$ cat config.mk
export PLATFORM = sky130hd
export DESIGN_NAME = mcu_timer_status_interrupt_core
export DESIGN_NICKNAME = d
export VERILOG_FILES = /design/src/mcu_core_pkg.sv /design/src/phase_clock_if.sv /design/src/clock_phase_divider.sv /design/src/mcu_timer_status_interrupt_core.sv
export VERILOG_INCLUDE_DIRS = /design/src
export SDC_FILE = /design/constraint.sdc
export NUM_CORES = 1
export LEC_CHECK = 0
export BUFFER_PORTS_ARGS = -buffer_cell sky130_fd_sc_hd__buf_2
export CAP_MARGIN = 40
export CORE_ASPECT_RATIO = 1.5
export CORE_MARGIN = 2
export CORE_UTILIZATION = 29
export DETAILED_ROUTE_END_ITERATION = 12
export GPL_ROUTABILITY_DRIVEN = 0
export GPL_TIMING_DRIVEN = 0
export PLACE_DENSITY_LB_ADDON = 0.12
export SLEW_MARGIN = 10
export SYNTH_ARGS = -nofsm -noshare
export SYNTH_HDL_FRONTEND = slang
export SYNTH_SLANG_ARGS = --single-unit
$ cat constraint.sdc
create_clock -name REF_CLK -period 8.55 [get_ports REF_CLK]
set_clock_uncertainty 0.2 [all_clocks]
set_input_delay 0.855 -clock REF_CLK [delete_from_list [all_inputs] [get_ports REF_CLK]]
set_output_delay 0.855 -clock REF_CLK [all_outputs]
set_load 0.005 [all_outputs]
$ cat src/mcu_core_params.svh
// constants for the timing, timer, status and interrupt core
`ifndef MCU_CORE_PARAMS_SVH
`define MCU_CORE_PARAMS_SVH

// clock dividers: first and last count of each divider
`define DIV_STATE_LAST   2'h2
`define DIV_CYCLE_LAST   3'h4
`define DIV_STATE_FIRST  2'h0
`define DIV_CYCLE_FIRST  3'h0

// prescaler: one timer step per 32 cycle clocks
`define PRESCALE_LAST    5'h1F
`define PRESCALE_RESET   5'h00
`define TIMER_ONE        8'h01
`define TIMER_ALL_ONES   8'hFF

// program counter and vectors
`define PC_RESET         11'h000
`define PC_ONE           11'h001
`define VECTOR_EXTERNAL  11'h003
`define VECTOR_TIMER     11'h007

// status word field positions
`define STATUS_CARRY_BIT 7
`define STATUS_HALF_BIT  6
`define STATUS_USER_BIT  5
`define STATUS_BANK_BIT  4
`define STATUS_FREE_BIT  3
`define STATUS_IDX_HI    2
`define STATUS_IDX_LO    0
`define STATUS_FREE_VAL  1'b0

// stack pair code prefix and index step
`define STACK_PREFIX     5'b00001
`define STACK_IDX_RESET  3'h0
`define STACK_IDX_ONE    3'h1
`define STACK_BYTES      16
`define STACK_HI_PAD     1'b0

`endif

$ cat src/mcu_core_pkg.sv
// shared types of the timing, timer, status and interrupt core
package mcu_core_pkg;

    // timer run state chosen by start and stop instructions
    typedef enum logic [1:0] {
        TMR_STOPPED  = 2'b00,
        TMR_INTERVAL = 2'b01,
        TMR_EVENT    = 2'b10
    } timer_mode_e;

endpackage : mcu_core_pkg

$ cat src/phase_clock_if.sv
// state and cycle phase signals from the divider to the core
`timescale 1ns/1ps
interface phase_clock_if;
    logic state_clk;   // state clock level, one third duty
    logic state_tick;  // last oscillator edge of a state
    logic cycle_tick;  // last oscillator edge of a cycle

    modport gen (output state_clk, output state_tick, output cycle_tick);
    modport use_side (input state_clk, input state_tick, input cycle_tick);
endinterface : phase_clock_if

$ cat src/clock_phase_divider.sv
// divide-by-three state clock and divide-by-five cycle clock
`timescale 1ns/1ps
`include "mcu_core_params.svh"
module clock_phase_divider (
    input wire logic  clk,     // master oscillator
    input wire logic  rst_n,   // async reset, low
    phase_clock_if.gen ph      // phase outputs
);
    logic [1:0] state_count;
    logic [2:0] cycle_count;

    // state divider, wraps every third edge
    always_ff @(posedge clk or negedge rst_n) begin
        if (!rst_n) begin
            state_count <= `DIV_STATE_FIRST;
        end else if (state_count == `DIV_STATE_LAST) begin
            state_count <= `DIV_STATE_FIRST;
        end else begin
            state_count <= state_count + 2'h1;
        end
    end

    // cycle divider steps once per state
    always_ff @(posedge clk or negedge rst_n) begin
        if (!rst_n) begin
            cycle_count <= `DIV_CYCLE_FIRST;
        end else if (state_count == `DIV_STATE_LAST) begin
            if (cycle_count == `DIV_CYCLE_LAST) begin
                cycle_count <= `DIV_CYCLE_FIRST;
            end else begin
                cycle_count <= cycle_count + 3'h1;
            end
        end
    end

    // decoded phases, combinational from the counters
    assign ph.state_clk  = (state_count == `DIV_STATE_FIRST);
    assign ph.state_tick = (state_count == `DIV_STATE_LAST);
    assign ph.cycle_tick = (state_count == `DIV_STATE_LAST) &&
                           (cycle_count == `DIV_CYCLE_LAST);
endmodule : clock_phase_divider

$ cat src/mcu_timer_status_interrupt_core.sv
// timing, timer/counter, status word, stack and interrupt core
`timescale 1ns/1ps
`include "mcu_core_params.svh"
// Contract
// - oscillator divided by three gives the state clock.
// - state clock divided by five gives the cycle clock.
// - on command, state clock drives out of the first sense pin.
// - cycle clock appears on the address latch strobe.
// - eight-bit timer: load, read, start, stop; mode set by instruction.
// - reset leaves the timer untouched.
// - interval mode: one step per 32 cycle clocks.
// - rollover to zero raises the timer interrupt, vector seven.
// - after rollover the timer keeps counting.
// - event mode counts event pin falling edges.
// - status: carry, half carry, user, bank, unused, three index bits.
// - carry set on accumulator overflow.
// - half carry set on carry from bit three to four.
// - user flag changes only by its own instructions, a status write or a restore.
// - bank flag selects bank zero or one.
// - stack is eight levels of two bytes.
// - call or interrupt stores the counter at the indexed pair.
// - pair code is 00001 then the three index bits.
// - eleven-bit counter advances per instruction.
// - interrupt flag latched; service waits for instruction end.
// - service pushes status and counter, jumps to three or seven.
// - low level on the interrupt input is the request.
// - external first; timer after the handler returns.
// - return-and-restore reloads counter, status; clears interrupt flag.
module mcu_timer_status_interrupt_core (
    input  wire logic        REF_CLK,               // oscillator
    input  wire logic        NRST,                  // reset, low
    input  wire logic        INT_N,                 // request, low
    input  wire logic        EVENT_SENSE_PIN,       // event pin
    input  wire logic        STATE_CLK_SENSE_I,     // sense in
    input  wire logic        INSN_DONE,             // insn end
    input  wire logic        PC_ADVANCE,            // pc step
    input  wire logic        CALL_REQ,              // call
    input  wire logic [10:0] CALL_ADDR,             // target
    input  wire logic        RETURN_REQ,            // return
    input  wire logic        RETURN_RESTORE_REQ,    // restore
    input  wire logic        EXT_INT_EN_SET,        // ext on
    input  wire logic        EXT_INT_EN_CLR,        // ext off
    input  wire logic        TMR_INT_EN_SET,        // tmr on
    input  wire logic        TMR_INT_EN_CLR,        // tmr off
    input  wire logic        TMR_LOAD,              // load
    input  wire logic [7:0]  TMR_LOAD_DATA,         // load value
    input  wire logic        TMR_START_TIMER,       // interval
    input  wire logic        TMR_START_COUNTER,     // event
    input  wire logic        TMR_STOP,              // stop
    input  wire logic        STATE_CLK_OUT_REQ,     // clock out
    input  wire logic        ADD_REQ,               // add
    input  wire logic        ADD_USE_CARRY,         // carry in
    input  wire logic [7:0]  ADD_OPERAND_A,         // operand a
    input  wire logic [7:0]  ADD_OPERAND_B,         // operand b
    input  wire logic        STATUS_WRITE,          // psw write
    input  wire logic [7:0]  STATUS_WRITE_DATA,     // psw value
    input  wire logic        USER_FLAG_CLR,         // user clr
    input  wire logic        USER_FLAG_CPL,         // user cpl
    input  wire logic        BANK_SELECT_WE,        // bank we
    input  wire logic        BANK_SELECT_VALUE,     // bank value
    output logic             STATE_CLK_SENSE_O,     // sense out
    output logic             STATE_CLK_SENSE_OE,    // sense oe
    output logic             STATE_CLK_SENSE_LEVEL, // sense level
    output logic             ALE,                   // cycle strobe
    output logic [10:0]      PROGRAM_COUNTER,       // pc
    output logic [7:0]       PROCESSOR_STATUS_WORD, // psw
    output logic [7:0]       INTERVAL_EVENT_COUNT,  // timer
    output logic             TIMER_OVERFLOW,        // pending
    output logic [7:0]       ADD_RESULT,            // sum
    output logic [7:0]       STACK_PAIR_ADDR,       // pair code
    output logic             INT_SERVICE,           // entry pulse
    output logic             INT_IN_SERVICE,        // int flag
    output logic             BANK_SELECT            // bank
);
    // ****************************************************************
    // clock generation
    // ****************************************************************
    phase_clock_if ph ();

    clock_phase_divider u_div (
        .clk   (REF_CLK),
        .rst_n (NRST),
        .ph    (ph.gen)
    );

    logic state_clk_out_en;

    // strobe high for the first state of each cycle
    always_ff @(posedge REF_CLK or negedge NRST) begin
        if (!NRST) begin
            ALE <= 1'b0;
        end else if (ph.cycle_tick) begin
            ALE <= 1'b1;
        end else if (ph.state_tick) begin
            ALE <= 1'b0;
        end
    end

    // enable sticks until reset: there is no off command
    always_ff @(posedge REF_CLK or negedge NRST) begin
        if (!NRST) begin
            state_clk_out_en   <= 1'b0;
            STATE_CLK_SENSE_O  <= 1'b0;
            STATE_CLK_SENSE_OE <= 1'b0;
        end else begin
            if (STATE_CLK_OUT_REQ) begin
                state_clk_out_en <= 1'b1;
            end
            STATE_CLK_SENSE_O  <= ph.state_clk & state_clk_out_en;
            STATE_CLK_SENSE_OE <= state_clk_out_en;
        end
    end

    // ****************************************************************
    // pin synchronisers
    // ****************************************************************
    logic int_n_meta, int_n_sync;
    logic evt_meta, evt_sync, evt_prev;
    logic t0_meta;

    // first stages are read only by the second stages
    always_ff @(posedge REF_CLK or negedge NRST) begin
        if (!NRST) begin
            int_n_meta            <= 1'b1;
            int_n_sync            <= 1'b1;
            evt_meta              <= 1'b1;
            evt_sync              <= 1'b1;
            evt_prev              <= 1'b1;
            t0_meta               <= 1'b0;
            STATE_CLK_SENSE_LEVEL <= 1'b0;
        end else begin
            int_n_meta            <= INT_N;
            int_n_sync            <= int_n_meta;
            evt_meta              <= EVENT_SENSE_PIN;
            evt_sync              <= evt_meta;
            evt_prev              <= evt_sync;
            t0_meta               <= STATE_CLK_SENSE_I;
            STATE_CLK_SENSE_LEVEL <= t0_meta;
        end
    end

    // ****************************************************************
    // interval timer / event counter
    // ****************************************************************
    mcu_core_pkg::timer_mode_e timer_mode;
    logic [4:0] prescale;
    logic [7:0] timer_count;
    logic       timer_step;
    logic       timer_wrap;

    // mode register; stop wins over a start in the same cycle
    always_ff @(posedge REF_CLK or negedge NRST) begin
        if (!NRST) begin
            timer_mode <= mcu_core_pkg::TMR_STOPPED;
        end else if (TMR_STOP) begin
            timer_mode <= mcu_core_pkg::TMR_STOPPED;
        end else if (TMR_START_COUNTER) begin
            timer_mode <= mcu_core_pkg::TMR_EVENT;
        end else if (TMR_START_TIMER) begin
            timer_mode <= mcu_core_pkg::TMR_INTERVAL;
        end
    end

    // start zeroes prescaler, so first step is a full period
    always_ff @(posedge REF_CLK or negedge NRST) begin
        if (!NRST) begin
            prescale <= `PRESCALE_RESET;
        end else if (TMR_START_TIMER) begin
            prescale <= `PRESCALE_RESET;
        end else if (ph.cycle_tick && timer_mode == mcu_core_pkg::TMR_INTERVAL) begin
            prescale <= prescale + 5'h01;
        end
    end

    // count trigger per mode
    always_comb begin
        case (timer_mode)
            mcu_core_pkg::TMR_INTERVAL:
                timer_step = ph.cycle_tick && (prescale == `PRESCALE_LAST);
            mcu_core_pkg::TMR_EVENT:
                timer_step = evt_prev & ~evt_sync;
            default:
                timer_step = 1'b0;
        endcase
    end

    assign timer_wrap = timer_step && !TMR_LOAD && (timer_count == `TIMER_ALL_ONES);

    // no reset: contents survive until a load
    always_ff @(posedge REF_CLK) begin
        if (TMR_LOAD) begin
            timer_count <= TMR_LOAD_DATA;
        end else if (timer_step) begin
            timer_count <= timer_count + `TIMER_ONE;
        end
    end

    assign INTERVAL_EVENT_COUNT = timer_count;

    // ****************************************************************
    // status word flags
    // ****************************************************************
    logic       carry_flag;
    logic       half_carry_flag;
    logic       user_flag;
    logic       bank_select_flag;
    logic [2:0] stack_index;
    logic [8:0] add_sum;
    logic [4:0] add_low;
    logic       add_cin;
    logic [7:0] popped_flags;

    // full and low-nibble sums for the two carries
    assign add_cin = ADD_USE_CARRY & carry_flag;
    assign add_sum = {1'b0, ADD_OPERAND_A} + {1'b0, ADD_OPERAND_B} + {8'h00, add_cin};
    assign add_low = {1'b0, ADD_OPERAND_A[3:0]} + {1'b0, ADD_OPERAND_B[3:0]}
                     + {4'h0, add_cin};

    // whole-word write beats restore, restore beats the adder
    always_ff @(posedge REF_CLK or negedge NRST) begin
        if (!NRST) begin
            carry_flag       <= 1'b0;
            half_carry_flag  <= 1'b0;
            user_flag        <= 1'b0;
            bank_select_flag <= 1'b0;
            ADD_RESULT       <= 8'h00;
        end else begin
            if (ADD_REQ) begin
                ADD_RESULT <= add_sum[7:0];
            end
            if (STATUS_WRITE) begin
                carry_flag       <= STATUS_WRITE_DATA[`STATUS_CARRY_BIT];
                half_carry_flag  <= STATUS_WRITE_DATA[`STATUS_HALF_BIT];
                user_flag        <= STATUS_WRITE_DATA[`STATUS_USER_BIT];
                bank_select_flag <= STATUS_WRITE_DATA[`STATUS_BANK_BIT];
            end else if (RETURN_RESTORE_REQ) begin
                carry_flag       <= popped_flags[`STATUS_CARRY_BIT];
                half_carry_flag  <= popped_flags[`STATUS_HALF_BIT];
                user_flag        <= popped_flags[`STATUS_USER_BIT];
                bank_select_flag <= popped_flags[`STATUS_BANK_BIT];
            end else begin
                if (ADD_REQ) begin
                    carry_flag      <= add_sum[8];
                    half_carry_flag <= add_low[4];
                end
                if (USER_FLAG_CLR) begin
                    user_flag <= 1'b0;
                end else if (USER_FLAG_CPL) begin
                    user_flag <= ~user_flag;
                end
                if (BANK_SELECT_WE) begin
                    bank_select_flag <= BANK_SELECT_VALUE;
                end
            end
        end
    end

    // word from flag flops; unused bit reads zero
    always_comb begin
        PROCESSOR_STATUS_WORD = 8'h00;
        PROCESSOR_STATUS_WORD[`STATUS_CARRY_BIT] = carry_flag;
        PROCESSOR_STATUS_WORD[`STATUS_HALF_BIT]  = half_carry_flag;
        PROCESSOR_STATUS_WORD[`STATUS_USER_BIT]  = user_flag;
        PROCESSOR_STATUS_WORD[`STATUS_BANK_BIT]  = bank_select_flag;
        PROCESSOR_STATUS_WORD[`STATUS_FREE_BIT]  = `STATUS_FREE_VAL;
        PROCESSOR_STATUS_WORD[`STATUS_IDX_HI:`STATUS_IDX_LO] = stack_index;
    end

    assign BANK_SELECT = bank_select_flag;

    // ****************************************************************
    // interrupt arbitration
    // ****************************************************************
    logic ext_int_en;
    logic tmr_int_en;
    logic timer_pending;
    logic take_ext;
    logic take_tmr;
    logic service_slot;

    // only an instruction end with no stack traffic may start service
    assign service_slot = INSN_DONE && !INT_IN_SERVICE && !CALL_REQ
                          && !RETURN_REQ && !RETURN_RESTORE_REQ;
    assign take_ext = service_slot && ext_int_en && !int_n_sync;
    assign take_tmr = service_slot && !take_ext && tmr_int_en
                      && timer_pending;

    // enable bits
    always_ff @(posedge REF_CLK or negedge NRST) begin
        if (!NRST) begin
            ext_int_en <= 1'b0;
            tmr_int_en <= 1'b0;
        end else begin
            if (EXT_INT_EN_SET) begin
                ext_int_en <= 1'b1;
            end else if (EXT_INT_EN_CLR) begin
                ext_int_en <= 1'b0;
            end
            if (TMR_INT_EN_SET) begin
                tmr_int_en <= 1'b1;
            end else if (TMR_INT_EN_CLR) begin
                tmr_int_en <= 1'b0;
            end
        end
    end

    // overflow flag: a fresh wrap wins over the clear on service entry
    always_ff @(posedge REF_CLK or negedge NRST) begin
        if (!NRST) begin
            timer_pending <= 1'b0;
        end else if (timer_wrap) begin
            timer_pending <= 1'b1;
        end else if (take_tmr) begin
            timer_pending <= 1'b0;
        end
    end

    assign TIMER_OVERFLOW = timer_pending;

    // single-level interrupt flag
    always_ff @(posedge REF_CLK or negedge NRST) begin
        if (!NRST) begin
            INT_IN_SERVICE <= 1'b0;
            INT_SERVICE    <= 1'b0;
        end else begin
            INT_SERVICE <= take_ext | take_tmr;
            if (take_ext || take_tmr) begin
                INT_IN_SERVICE <= 1'b1;
            end else if (RETURN_RESTORE_REQ) begin
                INT_IN_SERVICE <= 1'b0;
            end
        end
    end

    // ****************************************************************
    // stack and program counter
    // ****************************************************************
    logic [7:0]  stack_mem [0:`STACK_BYTES-1];
    logic [2:0]  pop_index;
    logic        do_push;
    logic [10:0] popped_pc;

    assign do_push   = CALL_REQ || take_ext || take_tmr;
    assign pop_index = stack_index - `STACK_IDX_ONE;

    // pair layout: low byte counter bits, high byte flags and counter top
    assign popped_pc    = {stack_mem[{pop_index, 1'b1}][2:0], stack_mem[{pop_index, 1'b0}]};
    assign popped_flags = {stack_mem[{pop_index, 1'b1}][7:4], 4'h0};

    // stack storage is plain data, kept through reset
    always_ff @(posedge REF_CLK) begin
        if (do_push && !RETURN_REQ && !RETURN_RESTORE_REQ) begin
            stack_mem[{stack_index, 1'b0}] <= PROGRAM_COUNTER[7:0];
            stack_mem[{stack_index, 1'b1}] <= {carry_flag, half_carry_flag, user_flag,
                                               bank_select_flag, `STACK_HI_PAD,
                                               PROGRAM_COUNTER[10:8]};
        end
    end

    // index wraps modulo eight, so deep nesting overwrites the oldest
    always_ff @(posedge REF_CLK or negedge NRST) begin
        if (!NRST) begin
            stack_index <= `STACK_IDX_RESET;
        end else if (STATUS_WRITE) begin
            stack_index <= STATUS_WRITE_DATA[`STATUS_IDX_HI:`STATUS_IDX_LO];
        end else if (RETURN_REQ || RETURN_RESTORE_REQ) begin
            stack_index <= pop_index;
        end else if (do_push) begin
            stack_index <= stack_index + `STACK_IDX_ONE;
        end
    end

    assign STACK_PAIR_ADDR = {`STACK_PREFIX, stack_index};

    // priority: return, call, service entry, advance
    always_ff @(posedge REF_CLK or negedge NRST) begin
        if (!NRST) begin
            PROGRAM_COUNTER <= `PC_RESET;
        end else if (RETURN_REQ || RETURN_RESTORE_REQ) begin
            PROGRAM_COUNTER <= popped_pc;
        end else if (CALL_REQ) begin
            PROGRAM_COUNTER <= CALL_ADDR;
        end else if (take_ext) begin
            PROGRAM_COUNTER <= `VECTOR_EXTERNAL;
        end else if (take_tmr) begin
            PROGRAM_COUNTER <= `VECTOR_TIMER;
        end else if (PC_ADVANCE) begin
            PROGRAM_COUNTER <= PROGRAM_COUNTER + `PC_ONE;
        end
    end

endmodule : mcu_timer_status_interrupt_core

# Word level (Yosys, flattened, before mapping)
# Memories as Yosys holds them, arrays and structs flattened.
# Cells that the tools add are included.
# word_totals
regBits,62
latchBits,0
mem_bits_rw,128
romBits,0
word_cells,136
memories,1
# classes
addsub,11
multipliers,0
div,0
magnitude_cmp,0
eq_ne,6
shifts,0
mux,43
bitwise_logic,6
reduce_logical,41
# memory_table
name,words,width,rd,rd_ports_with_merged_regs,write_ports,line_no,rtl
stack_mem,16,8,2,0,2,mcu_timer_status_interrupt_core.sv:338,logic [7:0] stack_mem [0:`STACK_BYTES-1];
# op_table
cell,count
11-bit 2-to-1 mux,5
1-bit 2-to-1 mux,25
1-bit logical AND,16
8-bit 2-to-1 mux,2
2-bit nonzero test,7
3-bit 2-to-1 mux,4
3-bit nonzero test,4
11-bit by 1-bit adder with 11-bit output (second input constant),1
5-bit 2-to-1 mux,2
8-bit by 8-bit adder with 9-bit output,1
9-bit by 1-bit adder with 9-bit output,1
8-bit by 1-bit adder with 8-bit output (second input constant),1
8-bit == test (second input constant),1
2-bit 2-to-1 mux,4
1-bit zero test,7
3-bit by 1-bit adder with 3-bit output (second input constant),2
4-bit by 4-bit adder with 5-bit output,1
5-bit by 1-bit adder with 5-bit output,1
5-bit by 1-bit adder with 5-bit output (second input constant),1
5-bit == test (second input constant),1
5-bit nonzero test,1
2-bit == test (second input constant),2
1-bit logical OR,4
4-bit nonzero test,1
9 further kinds,12

# Depth between registers and ports, before layout
# depth
word_depth,16
ltp_mapped,10

# Hierarchy
# Synthesis repeated with hierarchy kept, for this count alone.
# unflattened
cells_unflattened,552
area_unflattened_um2,8080.2
# by_module_without_submodules
mod,n_inst,cells_each,area_per_inst_um2,seq_area_each_um2
mcu_timer_status_interrupt_core,1,529,7843.8,5076.1
clock_phase_divider,1,23,236.5,125.1

# Worst setup path before layout
# No wires, ideal clock.
# synth_timing
path_kind,input port to flip-flop
from,input port INSN_DONE
to,"memory stack_mem[0][0], enable pin"
arrival_time_ns,3.016
slack_ns,4.908
stages,4
n_path_buf,0
cell_sequence,nor2b_1 > o21a_1 > o21ai_0 > nor4_1
# synth_rtl
item,line_no,rtl
start: declaration,mcu_timer_status_interrupt_core.sv:35,"input wire logic INSN_DONE,"
end: declaration,mcu_timer_status_interrupt_core.sv:338,

# Worst setup path after layout
# layout_timing
from,register stack_index[0]
to,register PROGRAM_COUNTER[2]
# layout_between
elab_chain_len,3
# layout_lines
item,line_no,rtl
start: declaration,mcu_timer_status_interrupt_core.sv:207,logic [2:0] stack_index;
start signal: assignment,mcu_timer_status_interrupt_core.sv:363,stack_index <= `STACK_IDX_RESET;
start signal: assignment,mcu_timer_status_interrupt_core.sv:365,stack_index <= STATUS_WRITE_DATA[`STATUS_IDX_HI:`STATUS_IDX_LO];
start signal: assignment,mcu_timer_status_interrupt_core.sv:367,stack_index <= pop_index;
3-bit by 1-bit subtractor with 3-bit output (no line),n/a,
memory read 16 x 8 bit,n/a,
11-bit 2-to-1 mux,mcu_timer_status_interrupt_core.sv:379,end else if (RETURN_REQ || RETURN_RESTORE_REQ) begin
end signal: assignment,mcu_timer_status_interrupt_core.sv:378,PROGRAM_COUNTER <= `PC_RESET;
end signal: assignment,mcu_timer_status_interrupt_core.sv:380,PROGRAM_COUNTER <= popped_pc;
end signal: assignment,mcu_timer_status_interrupt_core.sv:384,PROGRAM_COUNTER <= `VECTOR_EXTERNAL;
end: declaration,mcu_timer_status_interrupt_core.sv:65,"output logic [10:0] PROGRAM_COUNTER,"
# Every way passes these cells.
# A chain may end at the register's enable or synchronous reset.

==> flow_summary.ini <==
[status]
status = finished, final reports clean

[sta]
setup-tns-final_ns = 0
period_share_pct = 42.7
setup_viol = 0
fin_ws_ns = 4.90
tightestPinTransition_ns = 0.829
final_hold_viol_count = 0
finalMaxSlewViolations = 0
max_slew_margin_pct = 44.2
final.min_clock_period_ns = 3.65
clock.fmax_ghz = 0.274
rsz0062_at_grt = no

[detailed_routing]
ant_nets = 0
wl_um = 20500
num_vias = 5082
drtIter0Drc = 266
drc = 0
routed_via_density = 4.85
firstDrtPassIters = 4
wl_per_cell_um = 19.5

[synth]
synth_adder_area_share_pct = 3.15
synth_top_cell_by_area = edfxtp_1
synth_top_family_by_area = multiplexers
synth_top_flop_cell = edfxtp_1
synthMuxAreaShare_pct = 11.5
synth-simple-area-share_pct = 8.24
synth-compound-area-share_pct = 6.88
synth-edff-count = 128
yosys.area.top_type_share_pct = 47.9
ys_seq_elements = 182
syn_area_per_cell_sq_um = 14.8
synthXorXnorAreaFrac_pct = 1.84
post-synth-top-count-cell = edfxtp_1
seq_area_frac_synth_pct = 64.9
postSynthCellCount = 543
synth_cell_types = 56
yosys_warnings = 0
yosys-top-cells-area = edfxtp_1 48%, dfrtp_1 15%, mux4_2 8.4%
netlist_area_sq_um = 8020
async_reset_ff_share_pct = 29.7
synthTopCellsByCount = 128 x edfxtp_1, 49 x dfrtp_1, 36 x nand2_1

[floorplanning]
die-area_sq_um = 29000
ios = 120
start_util_pct = 29.5
core_area_sq_um = 27200
rows = 74
die_y_um = 208
die_w_um = 140

[power_and_ir_drop]
switchingPower_w = 0.000620
switching_share_pct = 27.1
p_leak_nw = 3.71
p_int_w = 0.00167
power_frac_seq_pct = 50.0
ir_worst_vdd_mv = 0.140
clock_power_share_pct = 33.5
power_frac_comb_pct = 16.5
p_per_area_nw_per_um2 = 234

[cts]
cts_buffers = 17
cts-resized-gates = 0
hold_buffers = 0
clockRootBuffer = clkbuf_16
clock_path_buffers = 2
htree_levels = 4
cts.clk_slew.worst_paths_ns = 0.07
clkSinkCount = 182
cts_tree = built
post-cts-setup-buffer-count = 0
clkLatencyLatePin_ns = 0.44

[placed_design]
io_buffer_count = 111
pre_cts_slack_ns = 4.80
dp.cells = 1015
hpwl_um = 14800
place_area_sq_um = 9210

[cells_and_area]
diodes = 0
drive_above_1_share_pct = 33.6
fillerInstances = 2719
nets = 780
final_area_sq_um = 9790
fin_cells = 1047
utilization_pct = 36.0
area_growth_pct = 22.0

[min_path]
hold_path_depth = 0
min_path_type = reg2reg

[critical_path]
worst-path-buf-inv = 4
cp.arrival_ns = 3.76
crit_path_max_fanout = 10
crit_top_cell = buf_2
path_class = reg2reg
r2r_setup_slack_ns = 4.90
worstPathRequired_ns = 8.66
cp_slowest_stage_delay_ns = 0.60
worstSetupStartpointType = register
path_depth = 10
worstPathCellList = buf_2, buf_2, inv_1, ha_1, clkbuf_1, mux4_2, mux2i_1, nor2_1, a31oi_1, o31ai_1
r2r_cells = 10
slowest_stage = clkbuf_1
path_delay_family = buffers and inverters
cp-end-kind = register

[global_route]
grt_overflow = 0
grt_pass1_vias = 5492
grt_max_degree = 55
antenna_found_initial = 0
grtUsageTotal_pct = 14.5
grt_pass1_wl_um = 31400

[job]
cap_violations = 0
worst reg2reg max path, cell delays in order (launching register included):
cell      delay [ns]
dfrtp_1         0.42
buf_2           0.33
buf_2           0.38
inv_1           0.12
ha_1            0.45
clkbuf_1        0.60
mux4_2          0.41
mux2i_1         0.24
nor2_1          0.09
a31oi_1         0.19
o31ai_1         0.10
cell families after synthesis:
kind of cell,count (synthesis)
other,2
DFF,182
and+or+nand+nor,135
AOI/OAI and AO/OA,83
xor gates and xnor gates,16
buffers and inverters,52
muxes,54
adders and majority gates,19
per-layer routing:
layer  up-vias  GRT usage, %  wire length, um
met5         -             0                0
li1       2358             -                -
met1      2562          17.6             8560
met2       133          25.1            10800
met4         0          5.52              439
met3        29          3.07              694
per-stage QoR:
step / power, W / hold slack (ns)
after floorplan: 0.00136 / 0.131
after global placement: 0.00153 / 0.141
after detailed placement: 0.00155 / 0.136
after CTS: 0.00232 / 0.157
after global routing: 0.00239 / 0.161
final: 0.00229 / 0.155
path summary, 6_finish.rpt:
path,end,start
worst max register to register,PROGRAM_COUNTER[2]$_DFFE_PN0P_,stack_index[0]$_DFFE_PN0P_
worst min register to register,int_n_sync$_DFF_PN1_,int_n_meta$_DFF_PN1_
min in group asynchronous,u_div.state_count[1]$_DFF_PN0_,NRST
worst max-delay path,PROGRAM_COUNTER[2]$_DFFE_PN0P_,stack_index[0]$_DFFE_PN0P_
max in group asynchronous,user_flag$_DFFE_PN0P_,NRST
worst min-delay path,int_n_sync$_DFF_PN1_,int_n_meta$_DFF_PN1_
sequential cells by signal, summed over array words and instances (netlist names), 2 cells and up:
register,count
u_div.state_count,2
timer_mode,2
PROGRAM_COUNTER,11
prescale,5
ADD_RESULT,8
INTERVAL_EVENT_COUNT,8
u_div.cycle_count,3
stack_mem,120
stack_index,3
area by class of cell:
cell class	instances	area (sq um)	share of cell area, %
sequential	182	5200	53.1
multi-input combinational	313	2590	26.5
timing repair buffer	126	713	7.29
clock buffer	27	546	5.57
tap	342	428	4.37
buffer	34	204	2.08
inverter	18	67.6	0.690
clock inverter	5	32.5	0.332
power groups by stage:
| stage | Clock (W) | Sequential (W) | Combinational, W |
|---|---|---|---|
| 2_1_floorplan | 0 | 0.00113 | 0.000233 |
| 3_3_place_gp | 0 | 0.00116 | 0.000375 |
| 3_5_place_dp | 0 | 0.00116 | 0.000387 |
| 4_1_cts | 0.000789 | 0.00114 | 0.000388 |
| 5_1_grt | 0.000815 | 0.00116 | 0.000417 |
| 6_report | 0.000766 | 0.00114 | 0.000378 |
cells in the final DEF, fill, tap and decap left out, types with 14 or more instances in the layout:
| master | Yosys | routed |
|---|---|---|
| ha_1 | 17 | 17 |
| a21oi_1 | 17 | 17 |
| edfxtp_1 | 128 | 128 |
| inv_1 | 18 | 18 |
| mux4_2 | 30 | 30 |
| buf_4 | 14 | 20 |
| dfrtp_1 | 49 | 49 |
| buf_2 | 7 | 118 |
| mux2i_1 | 16 | 16 |
| nand3_1 | 19 | 19 |
| o21ai_0 | 24 | 24 |
| clkbuf_1 | 10 | 14 |
| clkbuf_16 | 0 | 19 |
| nor2_1 | 28 | 25 |
| nand2_1 | 36 | 36 |
Note: power is estimated with default switching activity, not from simulation.
